<file path="config.mk">
export PLATFORM = sky130hd
export DESIGN_NAME = frame_timing
export DESIGN_NICKNAME = d
export VERILOG_FILES = /design/src/core/framer_pkg.sv /design/src/core/word_buffer.sv /design/src/core/frame_timing.sv
export SDC_FILE = /design/constraint.sdc
export NUM_CORES = 1
export LEC_CHECK = 0
export BUFFER_PORTS_ARGS = -buffer_cell sky130_fd_sc_hd__buf_4
export CAP_MARGIN = 20
export CORE_ASPECT_RATIO = 0.5
export CORE_MARGIN = 4
export CORE_UTILIZATION = 26
export CTS_CLUSTER_DIAMETER = 50
export DETAILED_ROUTE_END_ITERATION = 7
export GPL_ROUTABILITY_DRIVEN = 0
export PLACE_DENSITY = 0.4
export SETUP_SLACK_MARGIN = 0.05
export SKIP_LAST_GASP = 1
export SYNTH_ARGS = -nofsm -noshare
export SYNTH_HDL_FRONTEND = slang
export SYNTH_SLANG_ARGS = --single-unit
</file>
<file path="constraint.sdc">
create_clock -name clk -period 3.8 [get_ports clk]
set_clock_uncertainty 0.05 [all_clocks]
set_input_delay 0.19 -clock clk [delete_from_list [all_inputs] [get_ports clk]]
set_output_delay 0.19 -clock clk [all_outputs]
set_load 0.05 [all_outputs]
</file>
<file path="src/core/framer_pkg.sv">
// framer_pkg: register map, fields, reset values, symbol codes, timing
// assumes a single 250 MHz system clock.
package framer_pkg;

  // register offsets
  localparam logic [7:0] ADDR_BURST_LEN = 8'h30;
  localparam logic [7:0] ADDR_WAIT_CTRL = 8'h31;
  localparam logic [7:0] ADDR_WAIT_LOW = 8'h32;
  localparam logic [7:0] ADDR_FRAME_CTRL = 8'h33;
  localparam logic [7:0] ADDR_SOF_DETECT = 8'h34;
  localparam logic [7:0] ADDR_RX_CTRL = 8'h35;

  // reset values
  localparam logic [7:0] BURST_LEN_RESET = 8'h00;
  localparam logic [7:0] WAIT_CTRL_RESET = 8'hc0;
  localparam logic [7:0] WAIT_LOW_RESET = 8'h00;
  localparam logic [7:0] FRAME_CTRL_RESET = 8'h00;
  localparam logic [7:0] SOF_DETECT_RESET = 8'h00;
  localparam logic [7:0] RX_CTRL_RESET = 8'h00;

  // writable bit masks, the rest reads zero except status bits 4, 1 and 0 of the sof detect register
  localparam logic [7:0] BURST_LEN_WMASK = 8'h70;
  localparam logic [7:0] WAIT_CTRL_WMASK = 8'hff;
  localparam logic [7:0] WAIT_LOW_WMASK = 8'hff;
  localparam logic [7:0] FRAME_CTRL_WMASK = 8'hcf;
  localparam logic [7:0] SOF_DETECT_WMASK = 8'h24;
  localparam logic [7:0] RX_CTRL_WMASK = 8'hcf;

  // field positions
  localparam int BURST_LEN_MSB = 6;
  localparam int BURST_LEN_LSB = 4;
  localparam int WAIT_START_BIT = 7;
  localparam int WAIT_UNIT_BIT = 6;
  localparam int WAIT_HIGH_MSB = 5;
  localparam int WAIT_HIGH_LSB = 3;
  localparam int STOP_LEN_MSB = 2;
  localparam int STOP_LEN_LSB = 0;
  localparam int TX_PARITY_BIT = 7;
  localparam int RX_PARITY_BIT = 6;
  localparam int TRAIL_SYM_MSB = 3;
  localparam int TRAIL_SYM_LSB = 2;
  localparam int LEAD_SYM_MSB = 1;
  localparam int LEAD_SYM_LSB = 0;
  localparam int SOF_IRQ_EN_BIT = 5;
  localparam int SOF_FLAG_BIT = 4;
  localparam int SUBC_IRQ_EN_BIT = 2;
  localparam int SUBC_FLAG_BIT = 1;
  localparam int SUBC_LIVE_BIT = 0;
  localparam int ALLOW_BITS_BIT = 7;
  localparam int MULTI_RX_BIT = 6;
  localparam int DISTURB_BIT = 3;
  localparam int BAUD_MSB = 2;
  localparam int BAUD_LSB = 0;
  localparam logic [2:0] BAUD_26K = 3'h2;
  localparam logic [2:0] BAUD_52K = 3'h3;

  // symbol select codes and driven symbol kinds
  localparam logic [1:0] SEL_NONE = 2'h0;
  localparam logic [1:0] SEL_SYM0 = 2'h1;
  localparam logic [1:0] SEL_SYM1 = 2'h2;
  localparam logic [1:0] SEL_SYM2 = 2'h3;
  localparam logic [1:0] KIND_DATA = 2'h0;
  localparam logic [1:0] KIND_SYM0 = 2'h1;
  localparam logic [1:0] KIND_SYM1 = 2'h2;
  localparam logic [1:0] KIND_SYM2 = 2'h3;

  // carrier wait unit in system clock cycles
  localparam int CLK_KHZ = 250000;
  localparam int CARRIER_KHZ = 13560;
  localparam int CARRIER_PERIODS = 16;
  localparam int WAIT_UNIT_INT = (CARRIER_PERIODS * CLK_KHZ) / CARRIER_KHZ;
  localparam logic [8:0] WAIT_UNIT_CYCLES = WAIT_UNIT_INT[8:0];

  // symbol-one burst length in bits for each length code
  function automatic logic [7:0] burst_bits(input logic [2:0] code);
    case (code)
      3'h0: burst_bits = 8'h08;
      3'h1: burst_bits = 8'h10;
      3'h2: burst_bits = 8'h20;
      3'h3: burst_bits = 8'h20;
      3'h4: burst_bits = 8'h30;
      3'h5: burst_bits = 8'h40;
      3'h6: burst_bits = 8'h60;
      default: burst_bits = 8'h80;
    endcase
  endfunction

  typedef enum logic [2:0] {
    ST_IDLE = 3'b000,
    ST_LEAD = 3'b001,
    ST_DATA = 3'b010,
    ST_PARITY = 3'b011,
    ST_TRAIL = 3'b100,
    ST_STOP = 3'b101,
    ST_GUARD = 3'b110,
    ST_DONE = 3'b111
  } tx_state_type;

endpackage

</file>
<file path="src/core/word_buffer.sv">
// word_buffer: two-entry buffer with valid/ready on both sides.
// assumes both sides run on clk
`timescale 1ns/10ps
`default_nettype none
module word_buffer (
  input wire logic clk,
  input wire logic arst_n,
  input wire logic in_valid,
  input wire logic [8:0] in_data,
  output logic in_ready_q,
  output logic out_valid_q,
  output logic [8:0] out_data,
  input wire logic out_ready
);
  logic [8:0] mem_q [2];
  logic wr_ptr_q;
  logic rd_ptr_q;
  logic [1:0] count_q;
  logic [1:0] count_d;
  logic push;
  logic pop;

  assign push = in_valid & in_ready_q;
  assign pop = out_ready & out_valid_q;
  assign out_data = mem_q[rd_ptr_q];

  // occupancy after this cycle's push and pop
  always_comb begin
    count_d = count_q;
    if (push & ~pop) begin
      count_d = count_q + 2'h1;
    end else if (pop & ~push) begin
      count_d = count_q - 2'h1;
    end
  end

  // storage write
  always_ff @(posedge clk) begin
    if (push) begin
      mem_q[wr_ptr_q] <= in_data;
    end
  end

  // pointers and flags
  always_ff @(posedge clk or negedge arst_n) begin
    if (!arst_n) begin
      wr_ptr_q <= 1'b0;
      rd_ptr_q <= 1'b0;
      count_q <= 2'h0;
      in_ready_q <= 1'b0;
      out_valid_q <= 1'b0;
    end else begin
      if (push) begin
        wr_ptr_q <= ~wr_ptr_q;
      end
      if (pop) begin
        rd_ptr_q <= ~rd_ptr_q;
      end
      count_q <= count_d;
      in_ready_q <= (count_d != 2'h2);
      out_valid_q <= (count_d != 2'h0);
    end
  end
endmodule
`default_nettype wire

</file>
<file path="src/core/frame_timing.sv">
// frame_timing: transmit framing, guard wait timer, receive parity and flags
// assumes same-clock register port and demodulator, async subcarrier pin
// Functional notes
// symbol-one burst length from 3-bit code
// burst level from separate level control input
// wait starts at tx end or rx end
// wait unit carrier-based or half bit
// wait count eleven bits, high bits 5..3
// no transmit start before wait elapsed
// stop bit plus guard times, type B
// wait control resets to c0
// parity appended after each sent byte
// rx parity checked, parity not stored
// trailing symbol selected by 2-bit code
// leading symbol selected by 2-bit code
// frame start raises interrupt when enabled
// sticky frame start flag, software clears
// subcarrier raises same interrupt when enabled
// sticky subcarrier flag, software clears
// live subcarrier status bit read-only
// partial last byte kept when allowed
// multi receive appends error copy
// baud code 2 26k, 3 52k
// down-counter gates transmit start
// reserved bits read zero, writes ignored
`timescale 1ns/10ps
`default_nettype none
module frame_timing
  import framer_pkg::*;
(
  input wire logic clk,
  input wire logic arst_n,
  input wire logic reg_wr,
  input wire logic reg_rd,
  input wire logic [7:0] reg_addr,
  input wire logic [7:0] reg_wdata,
  output logic [7:0] reg_rdata_q,
  input wire logic tx_start,
  input wire logic tx_in_valid,
  input wire logic [7:0] tx_in_data,
  input wire logic tx_in_last,
  output logic tx_in_ready,
  input wire logic [11:0] half_bit_period,
  input wire logic type_b_mode,
  input wire logic burst_level_control,
  output logic tx_bit_valid_q,
  output logic tx_bit_q,
  output logic [1:0] tx_sym_q,
  output logic tx_busy_q,
  output logic tx_wait_busy_q,
  input wire logic rx_byte_valid,
  input wire logic [7:0] rx_byte_data,
  input wire logic rx_byte_parity,
  input wire logic rx_byte_partial,
  input wire logic rx_end,
  input wire logic crc_check_enable,
  input wire logic [7:0] error_copy,
  input wire logic sof_seen,
  input wire logic subcarrier_pin,
  output logic rx_out_valid_q,
  output logic [7:0] rx_out_data_q,
  output logic rx_out_is_error_q,
  output logic rx_parity_error_q,
  output logic rx_stop_q,
  output logic rx_frame_start_interrupt_q,
  output logic [2:0] rx_baud_select_q,
  output logic rx_baud_reserved_q,
  output logic disturbance_suppress_q
);
  logic [7:0] burst_length_config_q;
  logic [7:0] tx_wait_control_q;
  logic [7:0] tx_wait_low_q;
  logic [7:0] frame_control_q;
  logic [7:0] sof_ctrl_q;
  logic [7:0] rx_control_q;
  logic sof_flag_q;
  logic subc_flag_q;
  logic subc_meta_q;
  logic subc_sync_q;
  logic subc_prev_q;
  logic subc_rise;
  logic wr_sof;
  logic [10:0] guard_wait_count;
  logic [10:0] wait_cnt_q;
  logic [8:0] unit_cnt_q;
  logic unit_tick;
  logic [11:0] half_cnt_q;
  logic half_tick;
  logic phase_q;
  logic bit_tick;
  logic wait_tick;
  logic wait_load;
  logic tx_done;
  tx_state_type state_q;
  logic pend_q;
  logic start_go;
  logic [2:0] bit_idx_q;
  logic [7:0] burst_cnt_q;
  logic [2:0] guard_cnt_q;
  logic buf_valid;
  logic [8:0] buf_data;
  logic buf_pop;
  logic [1:0] lead_sel;
  logic [1:0] trail_sel;
  logic [2:0] stop_len;
  logic stop_on;
  logic err_pend_q;
  logic keep_byte;

  assign lead_sel = frame_control_q[LEAD_SYM_MSB:LEAD_SYM_LSB];
  assign trail_sel = frame_control_q[TRAIL_SYM_MSB:TRAIL_SYM_LSB];
  assign stop_len = tx_wait_control_q[STOP_LEN_MSB:STOP_LEN_LSB];
  assign stop_on = type_b_mode & (stop_len != 3'h0);
  assign guard_wait_count = {tx_wait_control_q[WAIT_HIGH_MSB:WAIT_HIGH_LSB], tx_wait_low_q};
  assign wr_sof = reg_wr & (reg_addr == ADDR_SOF_DETECT);

  // register writes, writable bits only
  always_ff @(posedge clk or negedge arst_n) begin
    if (!arst_n) begin
      burst_length_config_q <= BURST_LEN_RESET;
      tx_wait_control_q <= WAIT_CTRL_RESET;
      tx_wait_low_q <= WAIT_LOW_RESET;
      frame_control_q <= FRAME_CTRL_RESET;
      sof_ctrl_q <= SOF_DETECT_RESET;
      rx_control_q <= RX_CTRL_RESET;
    end else if (reg_wr) begin
      case (reg_addr)
        ADDR_BURST_LEN: burst_length_config_q <= reg_wdata & BURST_LEN_WMASK;
        ADDR_WAIT_CTRL: tx_wait_control_q <= reg_wdata & WAIT_CTRL_WMASK;
        ADDR_WAIT_LOW: tx_wait_low_q <= reg_wdata & WAIT_LOW_WMASK;
        ADDR_FRAME_CTRL: frame_control_q <= reg_wdata & FRAME_CTRL_WMASK;
        ADDR_SOF_DETECT: sof_ctrl_q <= reg_wdata & SOF_DETECT_WMASK;
        ADDR_RX_CTRL: rx_control_q <= reg_wdata & RX_CTRL_WMASK;
        default: ;
      endcase
    end
  end

  // registered read data, unmapped offsets read zero
  always_ff @(posedge clk or negedge arst_n) begin
    if (!arst_n) begin
      reg_rdata_q <= 8'h00;
    end else if (reg_rd) begin
      case (reg_addr)
        ADDR_BURST_LEN: reg_rdata_q <= burst_length_config_q;
        ADDR_WAIT_CTRL: reg_rdata_q <= tx_wait_control_q;
        ADDR_WAIT_LOW: reg_rdata_q <= tx_wait_low_q;
        ADDR_FRAME_CTRL: reg_rdata_q <= frame_control_q;
        ADDR_SOF_DETECT: reg_rdata_q <= sof_ctrl_q | {3'h0, sof_flag_q, 2'h0, subc_flag_q,
                                                      subc_sync_q};
        ADDR_RX_CTRL: reg_rdata_q <= rx_control_q;
        default: reg_rdata_q <= 8'h00;
      endcase
    end
  end

  // subcarrier pin synchroniser and edge
  always_ff @(posedge clk or negedge arst_n) begin
    if (!arst_n) begin
      subc_meta_q <= 1'b0;
      subc_sync_q <= 1'b0;
      subc_prev_q <= 1'b0;
    end else begin
      subc_meta_q <= subcarrier_pin;
      subc_sync_q <= subc_meta_q;
      subc_prev_q <= subc_sync_q;
    end
  end
  assign subc_rise = subc_sync_q & ~subc_prev_q;

  // sticky flags: write one clears, an event wins
  always_ff @(posedge clk or negedge arst_n) begin
    if (!arst_n) begin
      sof_flag_q <= 1'b0;
      subc_flag_q <= 1'b0;
    end else begin
      sof_flag_q <= sof_seen | (sof_flag_q & ~(wr_sof & reg_wdata[SOF_FLAG_BIT]));
      subc_flag_q <= subc_rise | (subc_flag_q & ~(wr_sof & reg_wdata[SUBC_FLAG_BIT]));
    end
  end

  // interrupt pulse from either detection
  always_ff @(posedge clk or negedge arst_n) begin
    if (!arst_n) begin
      rx_frame_start_interrupt_q <= 1'b0;
    end else begin
      rx_frame_start_interrupt_q <= (sof_seen & sof_ctrl_q[SOF_IRQ_EN_BIT]) |
                                    (subc_rise & sof_ctrl_q[SUBC_IRQ_EN_BIT]);
    end
  end

  // carrier wait unit divider, restarts on load
  assign unit_tick = (unit_cnt_q == WAIT_UNIT_CYCLES - 9'h001);
  always_ff @(posedge clk or negedge arst_n) begin
    if (!arst_n) begin
      unit_cnt_q <= 9'h000;
    end else if (wait_load | unit_tick) begin
      unit_cnt_q <= 9'h000;
    end else begin
      unit_cnt_q <= unit_cnt_q + 9'h001;
    end
  end

  // half-bit divider; every second half tick is a bit slot
  assign half_tick = (half_cnt_q + 12'h001 >= half_bit_period);
  assign bit_tick = half_tick & phase_q;
  always_ff @(posedge clk or negedge arst_n) begin
    if (!arst_n) begin
      half_cnt_q <= 12'h000;
      phase_q <= 1'b0;
    end else if (half_tick) begin
      half_cnt_q <= 12'h000;
      phase_q <= ~phase_q;
    end else begin
      half_cnt_q <= half_cnt_q + 12'h001;
    end
  end

  // guard wait down-counter
  assign wait_load = tx_wait_control_q[WAIT_START_BIT] ? rx_end : tx_done;
  assign wait_tick = tx_wait_control_q[WAIT_UNIT_BIT] ? half_tick : unit_tick;
  always_ff @(posedge clk or negedge arst_n) begin
    if (!arst_n) begin
      wait_cnt_q <= 11'h000;
      tx_wait_busy_q <= 1'b0;
    end else begin
      if (wait_load) begin
        wait_cnt_q <= guard_wait_count;
      end else if (wait_tick && wait_cnt_q != 11'h000) begin
        wait_cnt_q <= wait_cnt_q - 11'h001;
      end
      tx_wait_busy_q <= wait_load ? (guard_wait_count != 11'h000) :
                        (wait_cnt_q > 11'h001) | (wait_cnt_q == 11'h001 & ~wait_tick);
    end
  end

  word_buffer u_buf (
    .clk(clk),
    .arst_n(arst_n),
    .in_valid(tx_in_valid),
    .in_data({tx_in_last, tx_in_data}),
    .in_ready_q(tx_in_ready),
    .out_valid_q(buf_valid),
    .out_data(buf_data),
    .out_ready(buf_pop)
  );

  // start request held until the wait allows it
  assign start_go = (state_q == ST_IDLE) & pend_q & buf_valid & (wait_cnt_q == 11'h000) &
                    ~wait_load;
  assign tx_done = (state_q == ST_DONE);
  assign buf_pop = bit_tick & buf_valid &
                   (((state_q == ST_DATA) & (bit_idx_q == 3'h7) &
                     ~frame_control_q[TX_PARITY_BIT]) | (state_q == ST_PARITY));
  always_ff @(posedge clk or negedge arst_n) begin
    if (!arst_n) begin
      pend_q <= 1'b0;
    end else begin
      pend_q <= tx_start | (pend_q & ~start_go);
    end
  end

  // transmit sequencer: lead, data, parity, trail, stop, guard
  always_ff @(posedge clk or negedge arst_n) begin
    if (!arst_n) begin
      state_q <= ST_IDLE;
      bit_idx_q <= 3'h0;
      burst_cnt_q <= 8'h00;
      guard_cnt_q <= 3'h0;
      tx_bit_valid_q <= 1'b0;
      tx_bit_q <= 1'b0;
      tx_sym_q <= KIND_DATA;
      tx_busy_q <= 1'b0;
    end else begin
      tx_bit_valid_q <= 1'b0;
      case (state_q)
        ST_IDLE: begin
          if (start_go) begin
            tx_busy_q <= 1'b1;
            bit_idx_q <= 3'h0;
            burst_cnt_q <= burst_bits(burst_length_config_q[BURST_LEN_MSB:BURST_LEN_LSB]);
            state_q <= (lead_sel == SEL_NONE) ? ST_DATA : ST_LEAD;
          end
        end
        ST_LEAD, ST_TRAIL: begin
          if (bit_tick) begin
            tx_bit_valid_q <= 1'b1;
            tx_sym_q <= (state_q == ST_LEAD) ? lead_sel : trail_sel;
            tx_bit_q <= 1'b0;
            if ((state_q == ST_LEAD ? lead_sel : trail_sel) == SEL_SYM1) begin
              tx_bit_q <= burst_level_control;
              burst_cnt_q <= burst_cnt_q - 8'h01;
            end
            if ((state_q == ST_LEAD ? lead_sel : trail_sel) != SEL_SYM1 ||
                burst_cnt_q == 8'h01) begin
              burst_cnt_q <= burst_bits(burst_length_config_q[BURST_LEN_MSB:BURST_LEN_LSB]);
              state_q <= (state_q == ST_LEAD) ? ST_DATA : (stop_on ? ST_STOP : ST_DONE);
            end
          end
        end
        ST_DATA: begin
          if (bit_tick && buf_valid) begin
            tx_bit_valid_q <= 1'b1;
            tx_sym_q <= KIND_DATA;
            tx_bit_q <= buf_data[bit_idx_q];
            bit_idx_q <= bit_idx_q + 3'h1;
            if (bit_idx_q == 3'h7) begin
              if (frame_control_q[TX_PARITY_BIT]) begin
                state_q <= ST_PARITY;
              end else if (buf_data[8]) begin
                state_q <= (trail_sel != SEL_NONE) ? ST_TRAIL : (stop_on ? ST_STOP : ST_DONE);
              end
            end
          end
        end
        ST_PARITY: begin
          if (bit_tick) begin
            tx_bit_valid_q <= 1'b1;
            tx_sym_q <= KIND_DATA;
            tx_bit_q <= ~(^buf_data[7:0]);
            if (buf_data[8]) begin
              state_q <= (trail_sel != SEL_NONE) ? ST_TRAIL : (stop_on ? ST_STOP : ST_DONE);
            end else begin
              state_q <= ST_DATA;
            end
          end
        end
        ST_STOP: begin
          if (bit_tick) begin
            tx_bit_valid_q <= 1'b1;
            tx_sym_q <= KIND_DATA;
            tx_bit_q <= 1'b1;
            guard_cnt_q <= stop_len - 3'h1;
            state_q <= (stop_len == 3'h1) ? ST_DONE : ST_GUARD;
          end
        end
        ST_GUARD: begin
          if (bit_tick) begin
            tx_bit_valid_q <= 1'b1;
            tx_sym_q <= KIND_DATA;
            tx_bit_q <= 1'b1;
            guard_cnt_q <= guard_cnt_q - 3'h1;
            if (guard_cnt_q == 3'h1) begin
              state_q <= ST_DONE;
            end
          end
        end
        ST_DONE: begin
          tx_busy_q <= 1'b0;
          state_q <= ST_IDLE;
        end
        default: state_q <= ST_IDLE;
      endcase
    end
  end

  // receive path: parity check, partial bytes, error copy, stop
  assign keep_byte = ~rx_byte_partial | ~crc_check_enable | rx_control_q[ALLOW_BITS_BIT];
  always_ff @(posedge clk or negedge arst_n) begin
    if (!arst_n) begin
      rx_out_valid_q <= 1'b0;
      rx_out_data_q <= 8'h00;
      rx_out_is_error_q <= 1'b0;
      rx_parity_error_q <= 1'b0;
      rx_stop_q <= 1'b0;
      err_pend_q <= 1'b0;
    end else begin
      rx_out_valid_q <= 1'b0;
      rx_out_is_error_q <= 1'b0;
      rx_parity_error_q <= 1'b0;
      rx_stop_q <= rx_end & ~rx_control_q[MULTI_RX_BIT];
      if (rx_byte_valid && keep_byte) begin
        rx_out_valid_q <= 1'b1;
        rx_out_data_q <= rx_byte_data;
        rx_parity_error_q <= rx_control_q[RX_PARITY_BIT] &
                             ~(rx_byte_partial | (^{rx_byte_data, rx_byte_parity}));
        err_pend_q <= err_pend_q | (rx_end & rx_control_q[MULTI_RX_BIT]);
      end else if (err_pend_q || (rx_end && rx_control_q[MULTI_RX_BIT])) begin
        rx_out_valid_q <= 1'b1;
        rx_out_data_q <= error_copy;
        rx_out_is_error_q <= 1'b1;
        err_pend_q <= 1'b0;
      end
    end
  end

  // decoded receive configuration
  always_ff @(posedge clk or negedge arst_n) begin
    if (!arst_n) begin
      rx_baud_select_q <= 3'h0;
      rx_baud_reserved_q <= 1'b1;
      disturbance_suppress_q <= 1'b0;
    end else begin
      rx_baud_select_q <= rx_control_q[BAUD_MSB:BAUD_LSB];
      rx_baud_reserved_q <= (rx_control_q[BAUD_MSB:BAUD_LSB] != BAUD_26K) &&
                            (rx_control_q[BAUD_MSB:BAUD_LSB] != BAUD_52K);
      disturbance_suppress_q <= rx_control_q[DISTURB_BIT];
    end
  end
endmodule
`default_nettype wire

</file>
Word level (Yosys, flattened, before mapping):

Memories as Yosys holds them, arrays and structs flattened.
Index checks and enable logic that the tools add are counted.

* register bits: 128
* RAM bits: 18
* bits of input ports: 68
* output and inout port bits: 33
* word-level logic and storage cells: 265
* memories: 1

* $add $sub $neg: 9
* magnitude comparators: 3
* eq/ne operators: 43
* muxes and demuxes: 68
* bitwise gates (word level): 56
* reductions and logical operators: 44

Memories
* u_buf.mem_q: depth 2, width 9, rd ports 1, clocked after Yosys merged registers in 0, write ports 1, RTL line word_buffer.sv:15 `logic [8:0] mem_q [2];`

Operator list (count)
* case mux 8 bit (6 select lines): 2
* two-way mux 3 bit: 17
* equality test 8 x 6 -> 1 bit (second input constant): 6
* two-way mux 8 bit: 6
* bitwise AND 1 bit: 27
* equality test 3 bit (second input constant): 8
* two-way mux 11 bit: 2
* nonzero test 11 bit: 2
* two-way mux 1 bit: 21
* case mux 3 bit (7 select lines): 1
* two-way mux 2 bit: 9
* != test 2 bit (second input constant): 9
* NOT 1 bit: 17
* case mux 8 bit (2 select lines): 1
* nonzero test 2 bit: 8
* AND reduction 2 bit: 7
* adder 12 x 1 -> 12 bit (second input constant): 1
* equality test 3 x 1 -> 1 bit (second input constant): 4
* equality test 3 x 2 -> 1 bit (second input constant): 4
* >= comparator 12 bit: 1
* two-way mux 12 bit: 1
* case mux 3 bit (2 select lines): 2
* equality test 11 x 1 -> 1 bit (second input constant): 1
* > comparator 11 x 1 -> 1 bit (second input constant): 1
* other kinds (37): 65

Depth between registers and ports, before layout:

Gate-level depths: netlist of the first run.

* word-level depth: 10
* depth in mapped cells: 15
* depth with buffers taken out: 13

Hierarchy:

From an unflattened synthesis of the first run, not the netlist that was laid out.

* cell total of the unflattened synthesis: 711
* area total of the unflattened synthesis: 7653.6 um^2

By module, submodules not included
* frame_timing: instances 1, cells each 655, area an instance 6700.2 um^2, sequential area each 3056.7 um^2
* word_buffer: instances 1, cells each 56, area an instance 953.4 um^2, sequential area each 690.7 um^2

Least setup slack after synthesis of the first run:

Ideal clock, no wire load.

* path type: reg-to-reg
* start: reg half_cnt_q[2]
* end: reg burst_cnt_q[2]
* setup time: 0.118 ns
* arrival time: 3.044 ns
* required time: 3.632 ns
* slack: 0.588 ns
* stages on the path, launching flop included: 15
* clock period less this slack: 3.212 ns
* path through: dfrtp_1 > and3_1 > and3_1 > nand3_1 > nor3_1 > xor2_1 > ha_1 > and4_1 > a221oi_1 > o22a_1 > buf_2 > o21a_1 > clkbuf_1 > nor4b_1 > a21o_1

* longest elaborated chain between the ends: 5

Ends and longest elaborated chain
* from (decl): RTL line frame_timing.sv:87 `logic [11:0] half_cnt_q;`
* from (signal assigned): RTL line frame_timing.sv:215 `half_cnt_q <= half_cnt_q + 12'h001;`
* adder 12 x 1 -> 12 bit: RTL line frame_timing.sv:205 `assign half_tick = (half_cnt_q + 12'h001 >= half_bit_period);`
* >= comparator 12 bit: RTL line frame_timing.sv:205
* bitwise AND 1 bit: RTL line frame_timing.sv:206 `assign bit_tick = half_tick & phase_q;`
* != test 2 bit (no source line)
* AND reduction 4 bit (no source line)
* to (signal assigned): RTL line frame_timing.sv:281 `burst_cnt_q <= burst_bits(burst_length_config_q[BURST_LEN_MSB:BURST_LEN_LSB]);`
* to (signal assigned): RTL line frame_timing.sv:292 `burst_cnt_q <= burst_cnt_q - 8'h01;`
* to (signal assigned): RTL line frame_timing.sv:296 `burst_cnt_q <= burst_bits(burst_length_config_q[BURST_LEN_MSB:BURST_LEN_LSB]);`
* to (decl): RTL line frame_timing.sv:98 `logic [7:0] burst_cnt_q;`

No other way between the ends.
A chain may end at the register's enable or synchronous reset.

Final worst setup path of the first run:

* start: reg half_cnt_q[2]
* end: reg burst_cnt_q[3]

Same word-level chain as after synthesis.

==> flow_metrics.py, run 1 <==
metrics = {
    "timing": {
        "slew_headroom": 0.446,
        "final.setup.tns_ps": 0,
        "period_needed_ps": 3430,
        "setup_viol_count_final": 0,
        "hold_viol": 0,
        "post-route-period-util": 0.902,
        "tightest_slew_ps": 824,
        "fmax_mhz": 292,
        "rsz0062_at_grt": "false",
        "drv_slew": 0,
    },
    "yosys": {
        "yosys.area_share.simple": 0.151,
        "netlist_top_cells_area": "dfrtp_1 41%, edfxtp_1 7.2%, mux2_2 5.1%",
        "syn-instance-count": 720,
        "yosysTopAreaCell": "dfrtp_1",
        "synth_seq_cells": 146,
        "ys_async_sr_fraction": 0.877,
        "synth_top_family_by_area": "simple AND/OR/NAND/NOR gates",
        "synthDistinctLibCells": 63,
        "synth_fa_ha_area_frac": 0.0431,
        "synth_edf_count": 18,
        "synth.area.mux_share": 0.103,
        "ys_seq_area_frac": 0.496,
        "synth.avg_cell_area_sq_um": 10.5,
        "synth_common_cells": "125 x dfrtp_1, 63 x nor2_1, 56 x nand2_1, 43 x inv_1, 35 x o21ai_0",
        "yosysWarnings": 0,
        "synth_fp_nets": 814,
        "yosys.cell_count.top_type": "dfrtp_1",
        "synth_ff_type": "dfrtp_1",
        "synth_top_area_frac": 0.414,
        "syn-cell-area_sq_um": 7550,
        "synth_compound_area_frac": 0.114,
        "synth_xor_area_frac": 0.0556,
    },
    "power": {
        "p_int_w": 0.00351,
        "p_per_area_nw_per_um2": 554,
        "swShare": 0.350,
        "leakagePower_nw": 4.38,
        "p_switching_w": 0.00189,
        "ir_worst_vdd_v": 0.000325,
        "combinationalPowerShare": 0.283,
        "p_clk_frac": 0.307,
        "power_w": 0.00540,
        "p_seq_frac": 0.410,
    },
    "clock_network": {
        "clockBufferDepth": 2,
        "cts_setup_buffers": 0,
        "cts_tree": "yes",
        "cts_root_buf": "clkbuf_16",
        "clk_pin_slew_ps": 60,
        "cts_sinks": 146,
        "htreeDepth": 4,
        "clock_latency_ps": 440,
        "numCtsBuffers": 17,
    },
    "floorplanning": {
        "coreArea_sq_um": 28100,
        "dieHeight_um": 129,
        "initial_core_util": 0.268,
        "ios": 101,
        "num_rows": 43,
        "die_w_um": 249,
        "die-area_sq_um": 32000,
    },
    "setup_path": {
        "crit_path_start": "half_cnt_q[2]",
        "critPathBufInv": 0,
        "rrSetupSlack_ps": 370,
        "cpPeakStageDelay_ps": 500,
        "reg2regPathDepth": 12,
        "worst-path-max-fanout": 5,
        "reg2reg_to": "burst_cnt_q[3]",
        "r2r_start": "half_cnt_q[2]",
        "crit_end": "burst_cnt_q[3]",
        "worst_setup_path_start_kind": "flip-flop",
        "path_depth": 12,
        "cpMaxStageDelayCell": "o21ai_0",
        "path_class": "flip-flop to flip-flop",
        "path_cells": "and3_1, and3_1, nand3_1, nor3_1, xor2_1, ha_1, and4_1, nand4_1, o22a_1, o21ai_0, o21ai_0, a22o_1",
        "cp.arrival_ps": 3700,
        "critPathTopFamily": "compound AO/OA/AOI/OAI gates",
        "cp-end-kind": "flip-flop",
        "crit_required_ps": 4080,
    },
    "global_route": {
        "grt_first_pass_wirelength_um": 32700,
        "grt_usage": 0.129,
        "grt_pass1_vias": 6038,
        "grt_max_degree": 101,
        "grt_overflow": 0,
        "grt_antenna_before_repair": 0,
    },
    "cells_and_area": {
        "utilization": 0.347,
        "nets": 958,
        "fill_cells": 2807,
        "stdcell_count": 1260,
        "drive_gt1_frac": 0.216,
        "area_growth_pct": 29.2,
    },
    "drt": {
        "highest_layer": "met4",
        "wl_um": 20100,
        "met3WireLength_um": 564,
        "vias_per_cell": 4.66,
        "wl_met1_um": 10100,
        "dr.pass1.iters": 6,
        "drt-initial-drc-count": 370,
        "drc_errors": 0,
        "via_count": 5869,
        "ant_nets": 0,
        "drt-wirelength-per-cell_um": 16.0,
        "wl_met2_um": 9310,
    },
    "run": {
        "drv_cap": 0,
    },
    "placement": {
        "portBuffers": 100,
        "dp.cells": 1186,
        "hpwl_um": 14500,
    },
    "worst_hold_path": {
        "hold_path.class": "input port to flip-flop",
        "holdPathStages": 3,
    },
    "outcome": {
        "outcome": "finished, final reports clean",
    },
}
[how the worst min path moves through the flow]
stage | endpoint | slack, ps | start
final | rx_out_data_q[4] | 20 | error_copy[4]
after global routing | rx_stop_q | 6 | rx_end
after CTS | rx_out_data_q[4] | 4 | error_copy[4]
after detailed placement | subc_meta_q | 250 | subcarrier_pin
after global placement | subc_meta_q | 250 | subcarrier_pin
after floorplan | bit_idx_q[0] | -160 | arst_n
[worst reg2reg max path: cells and delay by family (launching register included)]
family | cells | cell delay [ps]
adder cells (fa/ha/maj) | 1 | 320
flip-flops | 1 | 390
AO/OA/AOI/OAI | 4 | 1220
XOR/XNOR | 1 | 120
AND/OR/NAND/NOR | 6 | 1200
[flip-flops by register name, indices dropped and copies added (netlist names), 2 cells and up]
| signal | flops |
|---|---|
| tx_wait_control_q | 8 |
| frame_control_q | 6 |
| unit_cnt_q | 9 |
| burst_cnt_q | 8 |
| guard_cnt_q | 3 |
| bit_idx_q | 3 |
| state_q | 3 |
| sof_ctrl_q | 2 |
| reg_rdata_q | 8 |
| burst_length_config_q | 3 |
| u_buf.mem_q | 18 |
| half_cnt_q | 12 |
| u_buf.count_q | 2 |
| wait_cnt_q | 11 |
| tx_sym_q | 2 |
| tx_wait_low_q | 8 |
| rx_out_data_q | 8 |
| rx_baud_select_q | 3 |
| rx_control_q | 6 |
[area by class of cell]
class / instances / area, sq um / share of cell area
tap: 382 / 478 / 0.0490
clock inverter: 12 / 135 / 0.0138
inverter: 43 / 161 / 0.0165
clock buffer: 20 / 437 / 0.0447
timing repair buffer: 152 / 1260 / 0.130
multi-input combinational: 504 / 3540 / 0.362
antenna: 1 / 2.50 / 0.000256
sequential: 146 / 3750 / 0.384
[per-layer routing]
metal,global-route usage,vias up
met5,0,-
met4,0.0374,0
met3,0.0327,10
met2,0.208,68
met1,0.174,2923
li1,-,2868
[through the flow]
step	instance area, sq um	setup WS [ps]	hold slack (ps)
after global routing	9760	84.3	5.74
final	9760	372	23.7
after detailed placement	8750	300	253
after CTS	9720	242	3.57
after global placement	8750	375	252
after floorplan	7550	588	-156
[layout by cell type, fill, tap and decap left out, types with 15 or more instances in the layout]
| master | count |
|---|---|
| dfrtp_1 | 125 |
| buf_4 | 110 |
| nor2_1 | 63 |
| nand2_1 | 55 |
| inv_1 | 43 |
| dlygate4sd3_1 | 40 |
| o21ai_0 | 35 |
| mux2_2 | 34 |
| a21oi_1 | 27 |
| ha_1 | 26 |
| nand3_1 | 25 |
| xnor2_1 | 25 |
| xor2_1 | 23 |
| mux2i_1 | 23 |
| edfxtp_1 | 18 |
| clkbuf_16 | 17 |
| nor3_1 | 16 |
| nor2b_1 | 16 |
| a31oi_1 | 15 |
[repair_timing]
action | in CTS | in global routing
endpoints found under the hold margin | 167 | 0
endpoints found under the setup margin | 0 | 17
hold buffers | 40 | 0
gates resized for setup | 0 | 2
[power groups by stage]
stage / registers, W / logic (W) / clock network [W]
after floorplan: 0.00218 / 0.00108 / 0
after global placement: 0.00224 / 0.00150 / 0
after detailed placement: 0.00224 / 0.00150 / 0
after CTS: 0.00221 / 0.00155 / 0.00171
after global routing: 0.00227 / 0.00175 / 0.00179
final: 0.00222 / 0.00153 / 0.00166
[cell families after synthesis]
logic type               count (synthesis)
flip-flops                             146
buffers and inverters                   70
AO/OA/AOI/OAI                          135
multiplexers                            64
XOR/XNOR                                48
adder cells (fa/ha/maj)                 26
AND/OR/NAND/NOR                        231
(Power assumes the default switching activity.)
==> run 2: changes to the inputs <==
--- a/config.mk
+++ b/config.mk
@@ -5,6 +5,7 @@
 export SDC_FILE = /design/constraint.sdc
 export NUM_CORES = 1
 export LEC_CHECK = 0
+export ABC_AREA = 1
 export BUFFER_PORTS_ARGS = -buffer_cell sky130_fd_sc_hd__buf_4
 export CAP_MARGIN = 20
 export CORE_ASPECT_RATIO = 0.5
==> constraint.sdc (replaced) <==
create_clock -name clk -period 3.8 [get_ports clk]
set_clock_uncertainty 0.05 [all_clocks]
set_input_delay 0.76 -clock clk [delete_from_list [all_inputs] [get_ports clk]]
set_output_delay 0.76 -clock clk [all_outputs]
set_load 0.05 [all_outputs]
==> run 2 against run 1 <==
- via count is 8.8% higher
- sequential power is 2% lower
- wire length is 0.78% higher
- critical path depth is 6 higher
- cell area is 2.4% lower
- synthesized cell count is 33% higher
- critical path type unchanged
- critical endpoint is now wait_cnt_q[0]
==> flow_metrics.py, run 2 <==
metrics = {
    "cells_and_area": {
        "layout_commonest_cell": "nand2_1",
        "largest_reg_flops": 18,
        "diodes": 0,
        "largest_register": "u_buf.mem_q",
        "area_growth_pct": 21.9,
        "drive_gt1_frac": 0.181,
        "nets": 1155,
        "reg_top3": "u_buf.mem_q x18, half_cnt_q x12, wait_cnt_q x11",
        "final_cell_mix": "276 x nand2_1, 125 x dfrtp_1, 120 x inv_1",
        "fill_cells": 3110,
    },
    "setup_path": {
        "cp-end-kind": "flip-flop",
        "worst_setup_path_start_kind": "flip-flop",
        "r2r_start": "half_cnt_q[0]",
        "crit_required_ps": 4050,
        "path_class": "flip-flop to flip-flop",
        "worst-path-max-fanout": 17,
        "reg2regPathDepth": 18,
        "reg2reg_to": "wait_cnt_q[0]",
        "cp.arrival_ps": 3450,
        "rrSetupSlack_ps": 600,
    },
    "yosys": {
        "synth_top_area_frac": 0.400,
        "synth_common_cells": "276 x nand2_1, 125 x dfrtp_1, 120 x inv_1, 70 x nand3_1",
        "synth_top_family_by_area": "simple AND/OR/NAND/NOR gates",
        "syn-cell-area_sq_um": 7820,
        "synth_seq_cells": 146,
        "synth_compound_area_frac": 0.0949,
        "yosys.area_share.simple": 0.272,
        "synth_xor_area_frac": 0.0370,
        "ys_async_sr_fraction": 0.877,
        "synth_fa_ha_area_frac": 0.0416,
        "yosysWarnings": 0,
        "synth_fp_nets": 1048,
        "synth_edf_count": 18,
        "synth.area.mux_share": 0,
        "syn-instance-count": 954,
        "ys_seq_area_frac": 0.479,
        "yosys.cell_count.top_type": "nand2_1",
        "yosysTopAreaCell": "dfrtp_1",
        "synth.avg_cell_area_sq_um": 8.19,
        "synthDistinctLibCells": 55,
        "netlist_top_cells_area": "dfrtp_1 40%, nand2_1 13%, edfxtp_1 6.9%",
        "synth_ff_type": "dfrtp_1",
    },
    "timing": {
        "hold_ws_ps": 296,
        "period_needed_ps": 3200,
        "drv_slew": 0,
        "hold_viol": 0,
        "tightest_slew_ps": 849,
        "rsz0062_at_grt": "false",
        "post-route-period-util": 0.842,
        "fmax_mhz": 312,
        "setup_viol_count_final": 0,
        "slew_headroom": 0.432,
        "final.setup.tns_ps": 0,
    },
    "clock_network": {
        "cts_sinks": 146,
        "htreeDepth": 4,
        "cts_root_buf": "clkbuf_16",
        "clock_latency_ps": 440,
        "clk_pin_slew_ps": 60,
        "numCtsBuffers": 17,
        "clockBufferDepth": 2,
        "cts_tree": "yes",
    },
    "floorplanning": {
        "dieHeight_um": 131,
        "ios": 101,
        "die-area_sq_um": 33100,
        "die_w_um": 253,
        "num_rows": 44,
        "initial_core_util": 0.267,
        "coreArea_sq_um": 29300,
    },
    "drt": {
        "via_count": 6384,
        "drt-initial-drc-count": 452,
        "drt-wirelength-per-cell_um": 13.9,
        "drc_errors": 0,
        "ant_nets": 0,
        "dr.pass1.iters": 4,
        "vias_per_cell": 4.36,
        "wl_um": 20300,
    },
    "power": {
        "p_int_w": 0.00350,
        "ir_worst_vdd_v": 0.000306,
        "p_switching_w": 0.00236,
        "combinationalPowerShare": 0.361,
        "p_per_area_nw_per_um2": 615,
        "p_clk_frac": 0.267,
        "leakagePower_nw": 4.70,
        "p_seq_frac": 0.372,
        "power_w": 0.00586,
        "swShare": 0.402,
    },
    "global_route": {
        "grt_max_degree": 79,
        "grt_usage": 0.128,
        "grt_first_pass_wirelength_um": 33200,
        "grt_antenna_before_repair": 0,
        "grt_pass1_vias": 6306,
        "grt_overflow": 0,
    },
    "run": {
        "drv_cap": 0,
    },
    "placement": {
        "portBuffers": 100,
        "hpwl_um": 15400,
    },
    "outcome": {
        "outcome": "finished, final reports clean",
    },
    "worst_hold_path": {
        "hold_path.class": "input port to async pin",
    },
}
## run 2: changes by cell type after synthesis, moves of 16 or more
cell,change
mux2i_1,-23
mux2_2,-34
inv_1,+77
nand2_1,+220
nand3_1,+45
nand2_2,+16
o21ai_1,+17
nor2b_1,-16
o21ai_0,+32
## run 2: logic make-up (layout without fill, tap and decap cells)
| kind of cell | count (synthesis) | after routing |
|---|---|---|
| AOI/OAI and AO/OA | 129 | 129 |
| adders and majority gates | 26 | 26 |
| xor gates and xnor gates | 33 | 33 |
| DFF | 146 | 146 |
| and+or+nand+nor | 477 | 477 |
| buffers and inverters | 143 | 263 |
## run 2: cell type report
cell class,instances,area (sq um),area share
Sequential cell,146,3750,0.393
Multi-Input combinational cell,665,3490,0.366
Timing Repair Buffer,101,774,0.0813
Inverter,130,498,0.0522
Tap cell,391,489,0.0513
Clock buffer,18,429,0.0450
Clock inverter,14,103,0.0108
## run 2: through the flow
step | utilization | worst slack, ps | instance area, sq um | std cells
after floorplan | - | 1090 | 7820 | 954
after global placement | 0.307 | 576 | 8990 | 1433
after detailed placement | 0.307 | 486 | 8990 | 1433
after CTS | 0.325 | 468 | 9530 | 1465
after global routing | 0.325 | 149 | 9530 | 1465
final | 0.325 | 599 | 9530 | 1465
## run 2: power groups by stage
stage,registers (W),logic [W],clock network [W]
after global routing,0.00223,0.00245,0.00170
after CTS,0.00218,0.00215,0.00163
after detailed placement,0.00221,0.00214,0
after global placement,0.00221,0.00213,0
after floorplan,0.00222,0.00157,0
final,0.00218,0.00212,0.00157
## run 2: how the worst max path moves through the flow
stage                  startpoint               end  slack (ps)  cells after the start
finish              half_cnt_q[0]     wait_cnt_q[0]         600                     18
global route        half_cnt_q[0]      bit_idx_q[2]         150                     23
CTS                 half_cnt_q[0]      bit_idx_q[2]         470                     23
detailed placement  half_cnt_q[0]  u_buf.in_ready_q         490                     16
global placement    half_cnt_q[0]      bit_idx_q[1]         580                     19
floorplan           half_cnt_q[0]     wait_cnt_q[0]        1090                     22
## run 2: repair_timing
action | 4_1_cts | 5_1_grt
hold buffers | 0 | 0
setup endpoints to repair | 0 | 5
setup buffers | 0 | 0
resized for setup | 0 | 1
## run 2: critical path, stage by stage, from the launching register on
cell and delay [ps]:
dfrtp_1 390, and3_1 210, nand3_1 140, nor3_1 260, nand3_1 140, xor2_1 190
inv_1 60, ha_1 290, nand2_1 90, nor2_1 60, nand2_1 80, nor2_1 50
nor2_2 180, nand2_4 170, o21a_1 240, nand2_2 150, nand2_2 160, nand2_1 80
o21ai_0 80
## run 2: metal layers
layer  global-route usage  vias up  part of all wire
li1                     -     3278                 -
met1                0.183     3033              0.52
met2                0.196       54              0.44
met3               0.0245       19             0.025
met4               0.0450        0             0.014
met5                    0        -                 0
==> run 3: changes to the inputs <==
==> constraint.sdc (replaced) <==
create_clock -name clk -period 3.33 [get_ports clk]
set_clock_uncertainty 0.05 [all_clocks]
set_input_delay 0.666 -clock clk [delete_from_list [all_inputs] [get_ports clk]]
set_output_delay 0.666 -clock clk [all_outputs]
set_load 0.05 [all_outputs]
==> run 3 against run 2 <==
- sequential power up 15%
- largest power group unchanged
- critical endpoint is now burst_cnt_q[5]
- global-route usage up 0.086 points
- cell count up 0.61%
- wire length up 1.5%
- non-clock buffer count up 9
- via count up 0.22%
==> flow_metrics.py, run 3 (synthesized netlist as in run 2, its figures left out) <==
metrics = {
    "outcome": {
        "outcome": "finished, final reports clean",
    },
    "placement": {
        "placed_cell_area_sq_um": 9020,
        "hpwl_um": 15800,
        "portBuffers": 100,
    },
    "drt": {
        "dr.pass1.iters": 5,
        "drc_errors": 0,
        "ant_nets": 0,
        "drt-initial-drc-count": 411,
        "vias_per_cell": 4.34,
        "wl_um": 20600,
        "via_count": 6398,
        "drt-wirelength-per-cell_um": 14.0,
    },
    "timing": {
        "rsz0062_at_grt": "true",
        "fmax_mhz": 333,
        "final.setup.tns_ps": 0,
        "setup_viol_count_final": 0,
        "slew_headroom": 0.458,
        "post-route-period-util": 0.902,
        "hold_viol": 0,
        "period_needed_ps": 3000,
        "tightest_slew_ps": 810,
        "hold_ws_ps": 132,
        "drv_slew": 0,
    },
    "global_route": {
        "grt_overflow": 0,
        "grt_pass1_vias": 6311,
        "grt_antenna_before_repair": 0,
        "grt_first_pass_wirelength_um": 33300,
        "grt_max_degree": 60,
        "grt_usage": 0.129,
    },
    "setup_path": {
        "cp.arrival_ps": 3320,
        "reg2regPathDepth": 21,
        "path_class": "flip-flop to flip-flop",
        "worst-path-max-fanout": 9,
        "worst_setup_path_start_kind": "flip-flop",
        "cp-end-kind": "flip-flop",
        "crit_required_ps": 3650,
    },
    "worst_hold_path": {
        "hold_path.class": "input port to async pin",
    },
    "clock_network": {
        "htreeDepth": 4,
        "clock_latency_ps": 430,
        "cts_sinks": 146,
        "cts_root_buf": "clkbuf_16",
        "cts_tree": "yes",
        "numCtsBuffers": 17,
        "clk_pin_slew_ps": 70,
        "clockBufferDepth": 2,
    },
    "cells_and_area": {
        "nets": 1164,
        "reg_top3": "u_buf.mem_q x18, half_cnt_q x12, wait_cnt_q x11",
        "layout_commonest_cell": "nand2_1",
        "final_cell_mix": "271 x nand2_1, 125 x dfrtp_1, 120 x inv_1",
        "utilization": 0.333,
        "drive_gt1_frac": 0.202,
        "diodes": 0,
        "largest_register": "u_buf.mem_q",
        "area_growth_pct": 24.6,
        "fin_area_sq_um": 9740,
        "largest_reg_flops": 18,
    },
    "floorplanning": {
        "coreArea_sq_um": 29300,
        "num_rows": 44,
        "dieHeight_um": 131,
        "die-area_sq_um": 33100,
        "die_w_um": 253,
        "initial_core_util": 0.267,
        "ios": 101,
    },
    "power": {
        "ir_worst_vdd_v": 0.000347,
        "leakagePower_nw": 4.79,
        "p_per_area_nw_per_um2": 709,
    },
    "run": {
        "drv_cap": 0,
    },
}
run 3: worst paths after layout:
| path | from | endpoint | slack, ps |
|---|---|---|---|
| worst max-delay path | half_cnt_q[0] | burst_cnt_q[5] | 330 |
| worst min-delay path | arst_n | u_buf.wr_ptr_q | 130 |
| worst max register to register | half_cnt_q[0] | burst_cnt_q[5] | 330 |
| worst min register to register | subc_meta_q | subc_sync_q | 310 |
| max in group asynchronous | arst_n | tx_wait_control_q[7] | 2350 |
| min in group clk | subcarrier_pin | subc_meta_q | 280 |
run 3: final cells by class:
type                            instances  area (sq um)
Timing Repair Buffer                  110           842
Tap cell                              391           489
Multi-Input combinational cell        665          3580
Fill cell                            3134         19500
Clock buffer                           19           464
Clock inverter                         13           123
Inverter                              130           498
Sequential cell                       146          3750
run 3: stage by stage:
stage,cells,power [W],setup WS [ps]
finish,1474,0.00691,327
global route,1474,0.00752,-5.71
CTS,1468,0.00695,68.2
detailed placement,1436,0.00497,90.8
global placement,1436,0.00497,171
floorplan,954,0.00433,617
run 3: report_power, final:
| group | switching (W) | internal (W) | leakage, nW |
|---|---|---|---|
| registers | 0.000326 | 0.00218 | 1.80 |
| clock network | 0.000824 | 0.00110 | 0.278 |
| logic | 0.00158 | 0.000905 | 2.71 |
run 3: repair_timing:
item	4_1_cts	5_1_grt
endpoints found under the setup margin	0	38
hold buffers	0	0
hold endpoints to repair	0	0
setup buffers	0	6
resized for setup	0	25
run 3: layer usage:
| layer | vias up | track usage | routed length (um) |
|---|---|---|---|
| met5 | - | 0 | 0 |
| met4 | 0 | 0.0428 | 298 |
| met3 | 19 | 0.0277 | 501 |
| met2 | 62 | 0.197 | 9120 |
| met1 | 3021 | 0.183 | 10700 |
| li1 | 3296 | - | - |
run 3: critical path, stage by stage, from the launching register on:
cell	delay [ps]
dfrtp_1	380
ha_2	190
nand2_1	60
nor2_1	80
inv_1	60
nor2_2	140
buf_4	120
nand3_1	70
xor2_1	210
inv_1	70
ha_1	270
nand2_1	70
nor2_2	140
nand2_2	90
nor2_2	100
nand2_2	90
nand2_4	140
nand2_4	100
nand2_1	130
nand2_4	110
buf_4	160
o21ai_2	110
